## config.mk

```make
export PLATFORM = sky130hd
export DESIGN_NAME = dsp_ctrl
export DESIGN_NICKNAME = d
export VERILOG_FILES = /design/src/dsp_sync.v /design/src/dsp_ctrl.v
export VERILOG_INCLUDE_DIRS = /design/src
export SDC_FILE = /design/constraint.sdc
export NUM_CORES = 1
export LEC_CHECK = 0
export ABC_CLOCK_PERIOD_IN_PS = 5750
export BUFFER_PORTS_ARGS = -buffer_cell sky130_fd_sc_hd__buf_2
export CAP_MARGIN = 25
export CORE_UTILIZATION = 56
export CTS_CLUSTER_DIAMETER = 200
export CTS_CLUSTER_SIZE = 16
export DETAILED_ROUTE_END_ITERATION = 8
export PLACE_DENSITY = 0.9
export REMOVE_ABC_BUFFERS = 1
export SYNTH_ARGS = -nofsm -noshare
export SYNTH_HDL_FRONTEND = slang
export SYNTH_SLANG_ARGS = --single-unit
```

## constraint.sdc

```tcl
create_clock -name clk -period 5.75 [get_ports clk]
set_clock_uncertainty 0.15 [all_clocks]
set_input_delay 1.15 -clock clk [delete_from_list [all_inputs] [get_ports clk]]
set_output_delay 1.15 -clock clk [all_outputs]
set_load 0.03 [all_outputs]
```

## src/dsp_ctrl_regs.vh

```
// constants for the dual converter serial readout and power-mode control
// assumes edge counts are compared against a 6-bit falling-edge counter
`ifndef DSP_CTRL_REGS_VH
`define DSP_CTRL_REGS_VH

// result format: straight binary, one step per lsb
`define DSP_RES_BITS      14
`define DSP_CODE_MIN      14'h0000
`define DSP_CODE_MAX      14'h3fff

// serial clock falling-edge counts within one frame
`define DSP_EDGE_GLITCH   6'h02
`define DSP_EDGE_STAY     6'h0a
`define DSP_EDGE_FIRST_DB 6'h02
`define DSP_EDGE_LAST_DB  6'h0f
`define DSP_EDGE_RESULT   6'h10
`define DSP_EDGE_OTHER_LO 6'h12
`define DSP_EDGE_OTHER_HI 6'h1f
`define DSP_EDGE_END      6'h20

// power modes
`define DSP_MODE_NORMAL   2'h0
`define DSP_MODE_PARTIAL  2'h1
`define DSP_MODE_FULL     2'h2

`endif

```

## src/dsp_sync.v

```verilog
// three-stage pin synchroniser with a debounced level and edge pulses
// assumes the pin is asynchronous to clk; edges are one-cycle pulses
`timescale 1ns/1ps
`default_nettype none

module dsp_sync #(
    parameter IDLE = 1'b1
) (
    input  wire clk,      // system clock
    input  wire rst_n,    // synchronous reset, active low
    input  wire pin_in,   // asynchronous pin
    output reg  level,    // settled level
    output reg  rise,     // one-cycle pulse on settled rise
    output reg  fall      // one-cycle pulse on settled fall
);

    reg s1_q;
    reg s2_q;
    reg s3_q;

    // first stage feeds only the second; change counts once stages 2 and 3 agree
    always @(posedge clk) begin
        if (!rst_n) begin
            s1_q  <= IDLE;
            s2_q  <= IDLE;
            s3_q  <= IDLE;
            level <= IDLE;
            rise  <= 1'b0;
            fall  <= 1'b0;
        end else begin
            s1_q  <= pin_in;
            s2_q  <= s1_q;
            s3_q  <= s2_q;
            rise  <= 1'b0;
            fall  <= 1'b0;
            if (s2_q == s3_q && s3_q != level) begin
                level <= s3_q;
                rise  <= s3_q;
                fall  <= ~s3_q;
            end
        end
    end

endmodule

`default_nettype wire

```

## src/dsp_ctrl.v

```verilog
// frame-select driven readout and power-mode control of a dual converter
// assumes the front end presents both 14-bit codes; serial pins are async
`timescale 1ns/1ps
`default_nettype none
`include "dsp_ctrl_regs.vh"

// What this block does
// RQ1: each result is a 14-bit straight binary code from 0 to 16383.
// RQ2: serial clock alone shifts result bits and steps both converters.
// RQ3: frame-select falling edge samples both channels and starts conversion.
// RQ4: host holds frame-select low for at least 10 falling edges for normal mode.
// RQ5: rise between edges 10 and 16 keeps power, abandons result, floats outputs.
// RQ6: sixteen serial clocks in one frame give one valid result.
// RQ7: after edge 16 outputs keep driving until frame-select rises or edge 32.
// RQ8: two more clocks after the result shift out two zero bits.
// RQ9: a further fourteen clocks shift out the other converter's result.
// RQ10: active output floats at edge 32 or frame-select rise, whichever first.
// RQ11: host waits for floated outputs, quiet interval and acquisition time.
// RQ12: normal mode, rise between edges 2 and 10 enters partial power-down.
// RQ13: normal mode, rise before edge 2 stays normal to reject glitches.
// RQ14: partial power-down, falling edge begins power-up, kept past edge 10.
// RQ15: partial power-down, rise before edge 2 returns to partial power-down.
// RQ16: partial power-down, rise between edges 2 and 10 enters full power-down.
// RQ17: leading zero at frame start, second zero, then 14 bits, last at edge 16.
// RQ18: frame-select fall drives outputs; its rise floats them and ends conversion.
// RQ19: full power-down exits by the same dummy frame held past edge 10.
// RQ20: edge counter clears per frame; mode and count decide at frame-select rise.
module dsp_ctrl (
    input  wire                      clk,            // 25 MHz system clock
    input  wire                      rst_n,          // synchronous reset, active low
    input  wire                      cs_n_pin,       // frame select pin, active low
    input  wire                      sclk_pin,       // host serial clock pin
    input  wire [`DSP_RES_BITS-1:0]  sample_a,       // code of converter a
    input  wire [`DSP_RES_BITS-1:0]  sample_b,       // code of converter b
    output reg                       data_out_a,     // serial data a
    output reg                       data_out_a_oe,  // drive enable of data a
    output reg                       data_out_b,     // serial data b
    output reg                       data_out_b_oe,  // drive enable of data b
    output reg  [1:0]                power_mode,     // current power mode
    output reg                       powering_up,    // dummy frame in progress
    output reg                       track_hold,     // high while holding sample
    output reg                       result_valid    // pulse at 16th edge, normal frame
);

    wire cs_level;
    wire cs_rise;
    wire cs_fall;
    wire sclk_rise;
    wire sclk_fall;

    reg  [`DSP_RES_BITS-1:0] cap_a_q;
    reg  [`DSP_RES_BITS-1:0] cap_b_q;
    reg  [5:0]               cnt_q;
    reg  [5:0]               cnt_d;
    reg                      in_frame_q;
    reg                      frame_normal_q;
    reg  [1:0]               mode_d;

    // frame select idles high
    dsp_sync #(.IDLE(1'b1)) u_cs (
        .clk    (clk),
        .rst_n  (rst_n),
        .pin_in (cs_n_pin),
        .level  (cs_level),
        .rise   (cs_rise),
        .fall   (cs_fall)
    );

    // serial clock idle taken as low so an idle-high host sees no false fall
    dsp_sync #(.IDLE(1'b0)) u_sclk (
        .clk    (clk),
        .rst_n  (rst_n),
        .pin_in (sclk_pin),
        .level  (),
        .rise   (sclk_rise),
        .fall   (sclk_fall)
    );

    // bit shown after falling edge n: zeros, own code, two zeros, other code
    function pick_bit;
        input [5:0]               n;
        input [`DSP_RES_BITS-1:0] own;
        input [`DSP_RES_BITS-1:0] other;
        reg   [5:0]               idx;
        begin
            idx      = 6'h00;
            pick_bit = 1'b0;
            if (n >= `DSP_EDGE_FIRST_DB && n <= `DSP_EDGE_LAST_DB) begin
                idx      = `DSP_EDGE_LAST_DB - n; // RQ17
                pick_bit = own[idx[3:0]];
            end else if (n >= `DSP_EDGE_OTHER_LO && n <= `DSP_EDGE_OTHER_HI) begin
                idx      = `DSP_EDGE_OTHER_HI - n; // RQ9
                pick_bit = other[idx[3:0]];
            end
        end
    endfunction

    // next power mode chosen from mode and edge count at frame end
    always @* begin
        mode_d = power_mode;
        if (cnt_q >= `DSP_EDGE_STAY) begin
            mode_d = `DSP_MODE_NORMAL; // RQ5 RQ14 RQ19
        end else if (cnt_q >= `DSP_EDGE_GLITCH) begin
            if (power_mode == `DSP_MODE_NORMAL) begin
                mode_d = `DSP_MODE_PARTIAL; // RQ12
            end else begin
                mode_d = `DSP_MODE_FULL; // RQ16
            end
        end else begin
            mode_d = power_mode; // RQ13 RQ15
        end
    end

    // edge count after this falling edge; saturates at the end of the dual read
    always @* begin
        cnt_d = cnt_q;
        if (cnt_q != `DSP_EDGE_END) begin
            cnt_d = cnt_q + 6'h01;
        end
    end

    // frame engine: only serial clock edges advance the conversion
    always @(posedge clk) begin
        if (!rst_n) begin
            cap_a_q        <= `DSP_CODE_MIN;
            cap_b_q        <= `DSP_CODE_MIN;
            cnt_q          <= 6'h00;
            in_frame_q     <= 1'b0;
            frame_normal_q <= 1'b0;
            data_out_a     <= 1'b0;
            data_out_a_oe  <= 1'b0;
            data_out_b     <= 1'b0;
            data_out_b_oe  <= 1'b0;
            power_mode     <= `DSP_MODE_NORMAL;
            powering_up    <= 1'b0;
            track_hold     <= 1'b0;
            result_valid   <= 1'b0;
        end else begin
            result_valid <= 1'b0;
            if (cs_fall) begin
                cap_a_q        <= sample_a; // RQ1 RQ3
                cap_b_q        <= sample_b; // RQ3
                cnt_q          <= 6'h00; // RQ20
                in_frame_q     <= 1'b1;
                frame_normal_q <= (power_mode == `DSP_MODE_NORMAL);
                powering_up    <= (power_mode != `DSP_MODE_NORMAL); // RQ14 RQ19
                track_hold     <= 1'b1; // RQ3
                data_out_a     <= 1'b0; // RQ17
                data_out_b     <= 1'b0;
                data_out_a_oe  <= 1'b1; // RQ18
                data_out_b_oe  <= 1'b1; // RQ18
            end else if (cs_rise && in_frame_q) begin
                in_frame_q    <= 1'b0;
                power_mode    <= mode_d; // RQ20
                powering_up   <= 1'b0;
                track_hold    <= 1'b0;
                data_out_a    <= 1'b0;
                data_out_b    <= 1'b0;
                data_out_a_oe <= 1'b0; // RQ5 RQ10 RQ12 RQ18
                data_out_b_oe <= 1'b0; // RQ18
            end else if (in_frame_q) begin
                if (sclk_fall && cnt_q != `DSP_EDGE_END) begin
                    cnt_q      <= cnt_d; // RQ2
                    data_out_a <= pick_bit(cnt_d, cap_a_q, cap_b_q); // RQ2 RQ8
                    data_out_b <= pick_bit(cnt_d, cap_b_q, cap_a_q); // RQ9
                    // outputs stay driven past the result until edge 32
                    if (cnt_d == `DSP_EDGE_END) begin
                        data_out_a_oe <= 1'b0; // RQ7 RQ10
                        data_out_b_oe <= 1'b0; // RQ10
                    end
                    // dummy frames give no usable code
                    if (cnt_d == `DSP_EDGE_RESULT && frame_normal_q) begin
                        result_valid <= 1'b1; // RQ6
                    end
                end
                // back to track on the rising edge after the 15th fall
                if (sclk_rise && cnt_q >= `DSP_EDGE_LAST_DB) begin
                    track_hold <= 1'b0;
                end
            end
        end
    end

endmodule

`default_nettype wire

```

### Word-level counts from Yosys, hierarchy flattened

Index checks and enable logic that the tools add are counted.

* add/subtract/negate cells: 3
* order comparisons: 9
* eq/ne operators: 7
* mux-type cells: 29
* bitwise gates (word level): 7
* reduce and logical (&&, ||, !) cells: 26

Operators with widths (number)
* 1-bit two-way mux: 21
* 1-bit binary-select mux with 4-bit select: 4
* 6-bit by 2-bit greater-or-equal comparator with 1-bit output, second input constant: 2
* 6-bit by 4-bit greater-or-equal comparator with 1-bit output, second input constant: 2
* 3-bit nonzero test: 4
* 4-bit by 5-bit < comparator with 1-bit output, second input constant: 2
* 3-bit AND reduction: 3
* 1-bit logical AND: 8
* 2-bit AND reduction: 4
* 4-bit subtractor, first input constant: 2
* 1-bit inverter: 7
* 6-bit by 1-bit adder with 6-bit output, second input constant: 1
* 6-bit by 5-bit equality test with 1-bit output, second input constant: 1
* 6-bit equality test, second input constant: 1
* 6-bit by 5-bit greater-or-equal comparator with 1-bit output, second input constant: 1
* 6-bit by 4-bit <= comparator with 1-bit output, second input constant: 1
* 6-bit by 5-bit <= comparator with 1-bit output, second input constant: 1
* 2-bit two-way mux: 3
* 6-bit two-way mux: 1
* 6-bit inequality test, second input constant: 1
* 2-bit nonzero test: 3
* 5-bit OR reduction: 1
* 3-bit OR reduction: 1
* 1-bit equality test: 2
* 3 further kinds: 4

* register bits: 56
* input port bits: 32
* output and inout bits: 9
* logic and storage cells: 105

### Depth between registers and ports, before layout

Gate-level depths: netlist of the first run.

* depth after elaboration: 8
* mapped depth: 11
* mapped depth without buffers: 9

### Modules after synthesis

Synthesis of the first run repeated with hierarchy kept, for this count alone.

* cells, all modules: 286
* area total of the unflattened synthesis: 2643.8 µm²

By module, submodules not included
* dsp_ctrl: instances 1, cells each 257, area each 2285.9 µm²
* dsp_sync at u_cs: instances 1, cells each 14, area each 182.7 µm²
* dsp_sync at u_sclk: instances 1, cells each 15, area each 175.2 µm²

### Worst setup path after synthesis of the first run

No wires, ideal clock.

* path type: in2reg
* from: input rst_n
* to: register data_out_a
* library setup time: 0.069 ns
* arrival: 2.254 ns
* data required time: 5.531 ns
* setup slack: 3.277 ns
* stages on the path: 5
* buffers on the path: 0
* path through: nand2b_1 a21oi_1 or4b_1 o21bai_1 o21ai_1

* cells in the longest elaborated chain, start to end: 2

Ends and longest elaborated chain
* from (decl): line dsp_ctrl.v:30 `input wire rst_n,`
* 1-bit inverter (no source line)
* 3-bit OR reduction (no source line)
* to (signal assigned): line dsp_ctrl.v:164 `data_out_a <= pick_bit(cnt_d, cap_a_q, cap_b_q);`
* to (decl): line dsp_ctrl.v:35 `output reg data_out_a,`

Every way passes these cells.
A chain may end at the register's enable or synchronous reset.

### Worst setup path in the final report of the first run

* from: register cnt_q[0]
* to: register data_out_a

* cells in the longest elaborated chain, start to end: 7
* elaborated cells on any way between the ends: 19

Ends and longest elaborated chain
* from (decl): line dsp_ctrl.v:53 `reg [5:0] cnt_q;`
* from (signal assigned): line dsp_ctrl.v:163 `cnt_q <= cnt_d;`
* 6-bit by 1-bit adder with 6-bit output or 6-bit inequality test (tied branches)
* 6-bit two-way mux: line dsp_ctrl.v:117 `` if (cnt_q != `DSP_EDGE_END) begin ``
* 4-bit subtractor (no source line)
* 1-bit binary-select mux with 4-bit select: line dsp_ctrl.v:93 `pick_bit = other[idx[3:0]];`
* 1-bit two-way mux (not written as such): line dsp_ctrl.v:93
* 1-bit two-way mux: line dsp_ctrl.v:91 `` end else if (n >= `DSP_EDGE_OTHER_LO && n <= `DSP_EDGE_OTHER_HI) begin ``
* 1-bit two-way mux: line dsp_ctrl.v:88 `` if (n >= `DSP_EDGE_FIRST_DB && n <= `DSP_EDGE_LAST_DB) begin ``

Parallel ways exist; a longest one is shown, timed or not. The select of a mux whose other input is x is not followed.

==> flow_summary_export.csv, run 1 <==
group,metric,value,unit
route,wl_met2,2500,um
placement,routabilityCongestion,0.920,
setup_path,worstSetupPathType,"flop to flop",
setup_path,timing.rr.end,"data_out_a$_SDFFE_PP0P_",
synth,synthesis.instances,294,
route,vias_per_cell,5.80,
route,met1Wirelength,2610,um
setup_path,cp_top_family,"flip-flops",
synth,mappedNetlistArea,2650,um2
power_and_ir_drop,power.leakage,1.09,nW
setup_path,end_kind,"flop",
setup_path,crit_start,"cnt_q[0]$_SDFFE_PP0P_",
setup_path,worst-path-stages,8,
sta,slew_headroom,35.4,%
global_route,grt_pass1_wl,9340,um
clock_network,hold_buffers,0,
sta,tightest_slew,0.968,ns
clock_network,h-tree-depth,2,
clock_network,cts-root-buf,"clkbuf_8",
cells_and_area,drive_gt1_share,19.3,%
global_route,grt_pass1_vias,2051,
route,vias,2193,
run,drv_cap,0,
power_and_ir_drop,vdd_drop_max,0.188,mV
setup_path,crit_end,"data_out_a$_SDFFE_PP0P_",
cells_and_area,final_common_cell,"dfxtp_1",
sta,period_share,54.4,%
cells_and_area,regArea,1120,um2
synth,syn_avg_cell_area,9.01,um2
clock_network,cts.sinks,56,
clock_network,numCtsBuffers,5,
sta,grt_setup_unrepaired,"no",
setup_path,required,5.86,ns
synth,synth_edf_count,0,
die,core.rowCount,24,
power_and_ir_drop,powerDensity,228,nW/um2
sta,fmax,320,MHz
cells_and_area,area_growth,11.7,%
placement,dpl.hpwl,3930,um
outcome,violations,"DRC",
cells_and_area,nets,360,
synth,ys_seq_area_share,42.3,%
cells_and_area,final_cell_mix,"dfxtp_1, nor2_1, buf_2, mux2i_1, nand2_1",
die,ios,41,
route,first_pass_iters,6,
clock_network,cts_max_path_buffers,2,
power_and_ir_drop,total_power,0.000674,W
setup_path,crit_path_max_fanout,20,
clock_network,cts.clk_slew.worst_paths,0.10,ns
setup_path,ff2ff_setup_slack,2.62,ns
die,fp.dieH,70.8,um
sta,hold_viol,0,
route,routed-wl-met3,293,um
placement,dp_cells,369,
setup_path,path_cells,"inv_2 -> ha_1 -> nor2b_1 -> a21oi_2 -> nor3_1 -> or4b_1 -> o21bai_1 -> o21ai_1",
setup_path,worstRegToRegCells,8,
placement,port_buffers,40,
route,drtIter0Drc,177,
outcome,status,"finished, violations left",
die,fp.dieW,70.8,um
route,wl_per_cell,14.5,um
global_route,antenna_found_initial,0,
synth,synth_seq_cells,56,
clock_network,cts_tree,"built",
route,totalWireLength,5480,um
cells_and_area,nFillCells,368,
clock_network,clk_latency,0.31,ns
synth,ys_async_sr_fraction,0,%
setup_path,cp_data_arrival_time,3.24,ns
sta,setup_tns,0,ns
global_route,grt_usage,23.3,%
route,drtAntennaViolNets,0,
cells_and_area,multi_input_area,1420,um2
cells_and_area,n_antenna_cell,0,
synth,ys_warn_count,0,
placement,place_ws,2.65,ns
synth,synthFlopType,"dfxtp_1",
route,drc,6,
global_route,grt_overflow,0,
clock_network,post-cts-setup-buffer-count,0,
clock_network,ctsResizeCount,0,
sta,worst_slack,2.62,ns
setup_path,critPathSlowestCell,"dfxtp_1",
die,die_area,5010,um2
cells_and_area,finalNonFillerCells,378,
global_route,grt_max_degree,36,
setup_path,cp-start-kind,"flop",
die,start_util,59.6,%
cells_and_area,finish.utilization,66.6,%
setup_path,path_buf_inv,1,
sta,maxSlewViolCount,0,
die,fp.coreArea,4440,um2
synth,synth.distinct_cells,55,
sta,min_period,3.13,ns
setup_path,crit-reg2reg-launch,"cnt_q[0]$_SDFFE_PP0P_",
sta,finalSetupViolations,0,
route,top_layer,"met4",
setup_path,max_stage_delay,0.91,ns
min_path,hold_class,"flop to flop",
layout make-up:
| type | count | area share [%] |
|---|---|---|
| Inverter | 6 | 0.761 |
| Multi-Input combinational cell | 215 | 47.9 |
| Clock inverter | 2 | 1.31 |
| Tap cell | 52 | 2.20 |
| Sequential cell | 56 | 37.9 |
| Clock buffer | 6 | 2.45 |
| Timing Repair Buffer | 41 | 7.44 |
kinds of logic after synthesis:
group / share of synthesized area (%)
AO/OA/AOI/OAI: 13.7
flip-flops: 42.3
AND/OR/NAND/NOR: 20.9
buffers and inverters: 4.20
adder cells (fa/ha/maj): 1.42
multiplexers: 13.6
XOR/XNOR: 3.87
where the power goes:
part	switching [W]	total [W]	internal, W
clock network	0.000129	0.000260	0.000132
registers	0.00000174	0.000392	0.000390
logic	0.0000103	0.0000216	0.0000113
stage by stage:
step                hold slack (ns)  instance area, um2
floorplan                     0.236                2560
global placement              0.238                2830
detailed placement            0.247                2830
CTS                           0.271                2940
global route                  0.294                2960
finish                        0.268                2960
how the worst min path moves through the flow:
stage                               from              endpoint  depth (start not counted)
global route        u_cs.s1_q$_SDFF_PN1_  u_cs.s2_q$_SDFF_PN1_                          1
floorplan           u_cs.s1_q$_SDFF_PN1_  u_cs.s2_q$_SDFF_PN1_                          1
finish              u_cs.s1_q$_SDFF_PN1_  u_cs.s2_q$_SDFF_PN1_                          1
detailed placement  u_cs.s1_q$_SDFF_PN1_  u_cs.s2_q$_SDFF_PN1_                          1
global placement    u_cs.s1_q$_SDFF_PN1_  u_cs.s2_q$_SDFF_PN1_                          1
CTS                 u_cs.s1_q$_SDFF_PN1_  u_cs.s2_q$_SDFF_PN1_                          1
metal layers:
metal / track usage (%) / vias up
met1: 32.9 / 1022
met4: 8.22 / 0
met5: 0 / -
met3: 4.42 / 9
met2: 35.9 / 67
li1: - / 1095
registers in the layout, summed over array words and instances, names as in the netlist, 2 cells and up:
| register | count |
|---|---|
| cap_a_q | 14 |
| cap_b_q | 14 |
| cnt_q | 6 |
| power_mode | 2 |
Yosys cell counts, types with 2 or more instances:
cell type,count,area [um2]
o21ai_1,2,10.0
o21ai_0,8,40.0
nand3_2,2,20.0
clkbuf_1,9,33.8
nand2b_1,5,31.3
nor2_1,45,169
a311oi_1,2,17.5
nand2_2,2,12.5
nor2b_1,4,25.0
buf_4,2,15.0
xor2_1,3,26.3
xnor2_1,5,43.8
dfxtp_1,56,1120
and3_1,2,12.5
nor3_1,10,50.1
a211o_1,2,17.5
inv_1,4,15.0
xnor2_2,2,32.5
buf_1,2,7.51
and2_1,3,18.8
o31ai_1,4,30.0
nand2_1,22,82.6
a31oi_1,5,31.3
nand4_1,2,12.5
buf_6,2,22.5
buf_2,2,10.0
a21o_1,3,22.5
mux2i_1,36,360
nand3_1,9,45.0
ha_1,3,37.5
o221ai_1,2,17.5
a21oi_1,10,50.1
nor4_1,2,12.5
Note: power is estimated with default switching activity, not from simulation.
==> run 2: changes to the inputs <==
--- a/config.mk
+++ b/config.mk
@@ -6,14 +6,14 @@
 export SDC_FILE = /design/constraint.sdc
 export NUM_CORES = 1
 export LEC_CHECK = 0
-export ABC_CLOCK_PERIOD_IN_PS = 5750
+export ABC_CLOCK_PERIOD_IN_PS = 2800
 export BUFFER_PORTS_ARGS = -buffer_cell sky130_fd_sc_hd__buf_2
 export CAP_MARGIN = 25
-export CORE_UTILIZATION = 56
+export CORE_UTILIZATION = 51
 export CTS_CLUSTER_DIAMETER = 200
 export CTS_CLUSTER_SIZE = 16
 export DETAILED_ROUTE_END_ITERATION = 8
-export PLACE_DENSITY = 0.9
+export PLACE_DENSITY = 0.87
 export REMOVE_ABC_BUFFERS = 1
 export SYNTH_ARGS = -nofsm -noshare
 export SYNTH_HDL_FRONTEND = slang
==> constraint.sdc (replaced) <==
create_clock -name clk -period 2.8 [get_ports clk]
set_clock_uncertainty 0.15 [all_clocks]
set_input_delay 0.56 -clock clk [delete_from_list [all_inputs] [get_ports clk]]
set_output_delay 0.56 -clock clk [all_outputs]
set_load 0.03 [all_outputs]
==> run 2 against run 1 <==
The flow now finishes without violations. Critical path depth increased by 1. Highest routed layer unchanged. Cell count up 5.3%. Fmax rose by 26%. Clock power grew 57%. Via count decreased by 0.68%. Sequential power up 100%. Utilization shrank 5.2 points. Non-clock buffer count rose by 6. Total power up 87%.
==> flow_summary_export.csv, run 2 (synthesis gave the netlist of run 1 again) <==
group,metric,value,unit
clock_network,h-tree-depth,2,
cells_and_area,regArea,1120,um2
route,drtAntennaViolNets,0,
setup_path,path_buf_inv,1,
setup_path,max_stage_delay,0.51,ns
power_and_ir_drop,combinationalPowerShare,3.6,%
cells_and_area,finish.utilization,61.4,%
setup_path,critPathSlowestCell,"nor2b_1",
sta,hold_viol,0,
cells_and_area,area_growth,12.3,%
outcome,status,"completed",
clock_network,cts.sinks,56,
power_and_ir_drop,clock_power_share,32.5,%
route,wl_per_cell,13.7,um
route,vias_per_cell,5.47,
clock_network,cts-root-buf,"clkbuf_8",
power_and_ir_drop,power.leakage,1.10,nW
sta,finalSetupViolations,0,
cells_and_area,top_regs,"cap_a_q (14), cap_b_q (14), cnt_q (6)",
route,drtIter0Drc,211,
placement,routabilityCongestion,0.904,
cells_and_area,drive_gt1_share,20.5,%
clock_network,cts_max_path_buffers,2,
clock_network,cts_tree,"built",
setup_path,cp_top_family,"compound AO/OA/AOI/OAI gates",
placement,dpl.hpwl,4060,um
setup_path,required,2.85,ns
route,drc,0,
global_route,grt_pass1_vias,2090,
power_and_ir_drop,vdd_drop_max,0.295,mV
clock_network,clk_latency,0.31,ns
cells_and_area,final_common_cell,"dfxtp_1",
min_path,hold_class,"flop to flop",
clock_network,numCtsBuffers,5,
clock_network,hold_buffers,0,
global_route,grt_overflow,0,
sta,min_period,2.49,ns
sta,grt_setup_unrepaired,"no",
cells_and_area,n_antenna_cell,0,
route,totalWireLength,5450,um
cells_and_area,multi_input_area,1420,um2
route,vias,2178,
power_and_ir_drop,swShare,21.0,%
clock_network,post-cts-setup-buffer-count,0,
global_route,grt_usage,21.9,%
die,fp.dieW,74.1,um
die,start_util,54.6,%
sta,slew_headroom,59.3,%
cells_and_area,nets,366,
setup_path,crit_path_max_fanout,8,
setup_path,worstSetupPathType,"flop to flop",
placement,port_buffers,40,
die,fp.dieH,74.1,um
die,fp.coreArea,4850,um2
run,drv_cap,0,
clock_network,ctsResizeCount,0,
sta,fmax,402,MHz
global_route,grt_pass1_wl,9180,um
cells_and_area,nFillCells,426,
sta,setup_tns,0,ns
setup_path,cp_data_arrival_time,2.53,ns
sta,period_share,88.8,%
global_route,antenna_found_initial,0,
route,first_pass_iters,4,
sta,maxSlewViolCount,0,
setup_path,cp-start-kind,"flop",
power_and_ir_drop,power.sequential.fraction,63.9,%
sta,tightest_slew,0.610,ns
die,ios,41,
die,die_area,5490,um2
cells_and_area,final_cell_mix,"dfxtp_1, nor2_1, buf_2, mux2i_1, nand2_1",
power_and_ir_drop,p_switching,0.000264,W
clock_network,cts.clk_slew.worst_paths,0.09,ns
power_and_ir_drop,internal_power,0.000994,W
power_and_ir_drop,powerDensity,423,nW/um2
setup_path,end_kind,"flop",
setup_path,path_cells,"inv_1 -> ha_1 -> nor2b_1 -> a21o_1 -> o31ai_1 -> a221oi_2 -> a311oi_1 -> o311ai_1 -> o21ai_1",
global_route,grt_max_degree,35,
die,core.rowCount,25,
run 2: power by group through the flow:
stage,clock [W],combinational [W],sequential (W)
4_1_cts,0.000420,0.0000464,0.000803
6_report,0.000409,0.0000456,0.000803
5_1_grt,0.000444,0.0000498,0.000804
3_3_place_gp,0,0.0000445,0.000822
3_5_place_dp,0,0.0000461,0.000822
2_1_floorplan,0,0.0000138,0.000822
run 2: final timing paths:
check                             start                       to  slack [ns]  depth (start not counted)
setup reg to reg  cnt_q[1]$_SDFFE_PP0P_  data_out_b$_SDFFE_PP0P_        0.31                          9
hold / removal     u_cs.s1_q$_SDFF_PN1_     u_cs.s2_q$_SDFF_PN1_        0.27                          1
setup / recovery  cnt_q[1]$_SDFFE_PP0P_  data_out_b$_SDFFE_PP0P_        0.31                          9
hold reg to reg    u_cs.s1_q$_SDFF_PN1_     u_cs.s2_q$_SDFF_PN1_        0.27                          1
run 2: area by class of cell:
cell class                 instances  share of cell area, %
multi-input combinational        215                   47.6
sequential                        56                   37.7
timing repair buffer              47                   8.49
clock buffer                       6                   2.44
inverter                           6                  0.757
tap                               67                   2.82
clock inverter                     1                  0.168
run 2: layer usage:
layer	vias up	global-route usage, %	routed length, um
met5	-	0	0
met4	0	8.55	90
met3	12	5.96	270
met2	57	37.8	2660
met1	1009	25.9	2430
li1	1100	-	-
run 2: worst reg2reg max path: cells and delay by family (launching register included):
family	cells	cell delay, ns
AOI/OAI and AO/OA	6	1.11
adders and majority gates	1	0.16
buffers and inverters	1	0.09
DFF	1	0.38
and+or+nand+nor	1	0.51
run 2: per-stage QoR:
stage	hold slack, ns	area, um2	worst slack [ns]	power (W)	instances
after floorplan	0.236	2560	0.153	0.000836	277
after global placement	0.240	2900	0.511	0.000866	391
after detailed placement	0.245	2900	0.363	0.000868	391
after CTS	0.270	2980	0.349	0.00127	398
after global routing	0.264	2980	0.0675	0.00130	398
final	0.265	2980	0.314	0.00126	398
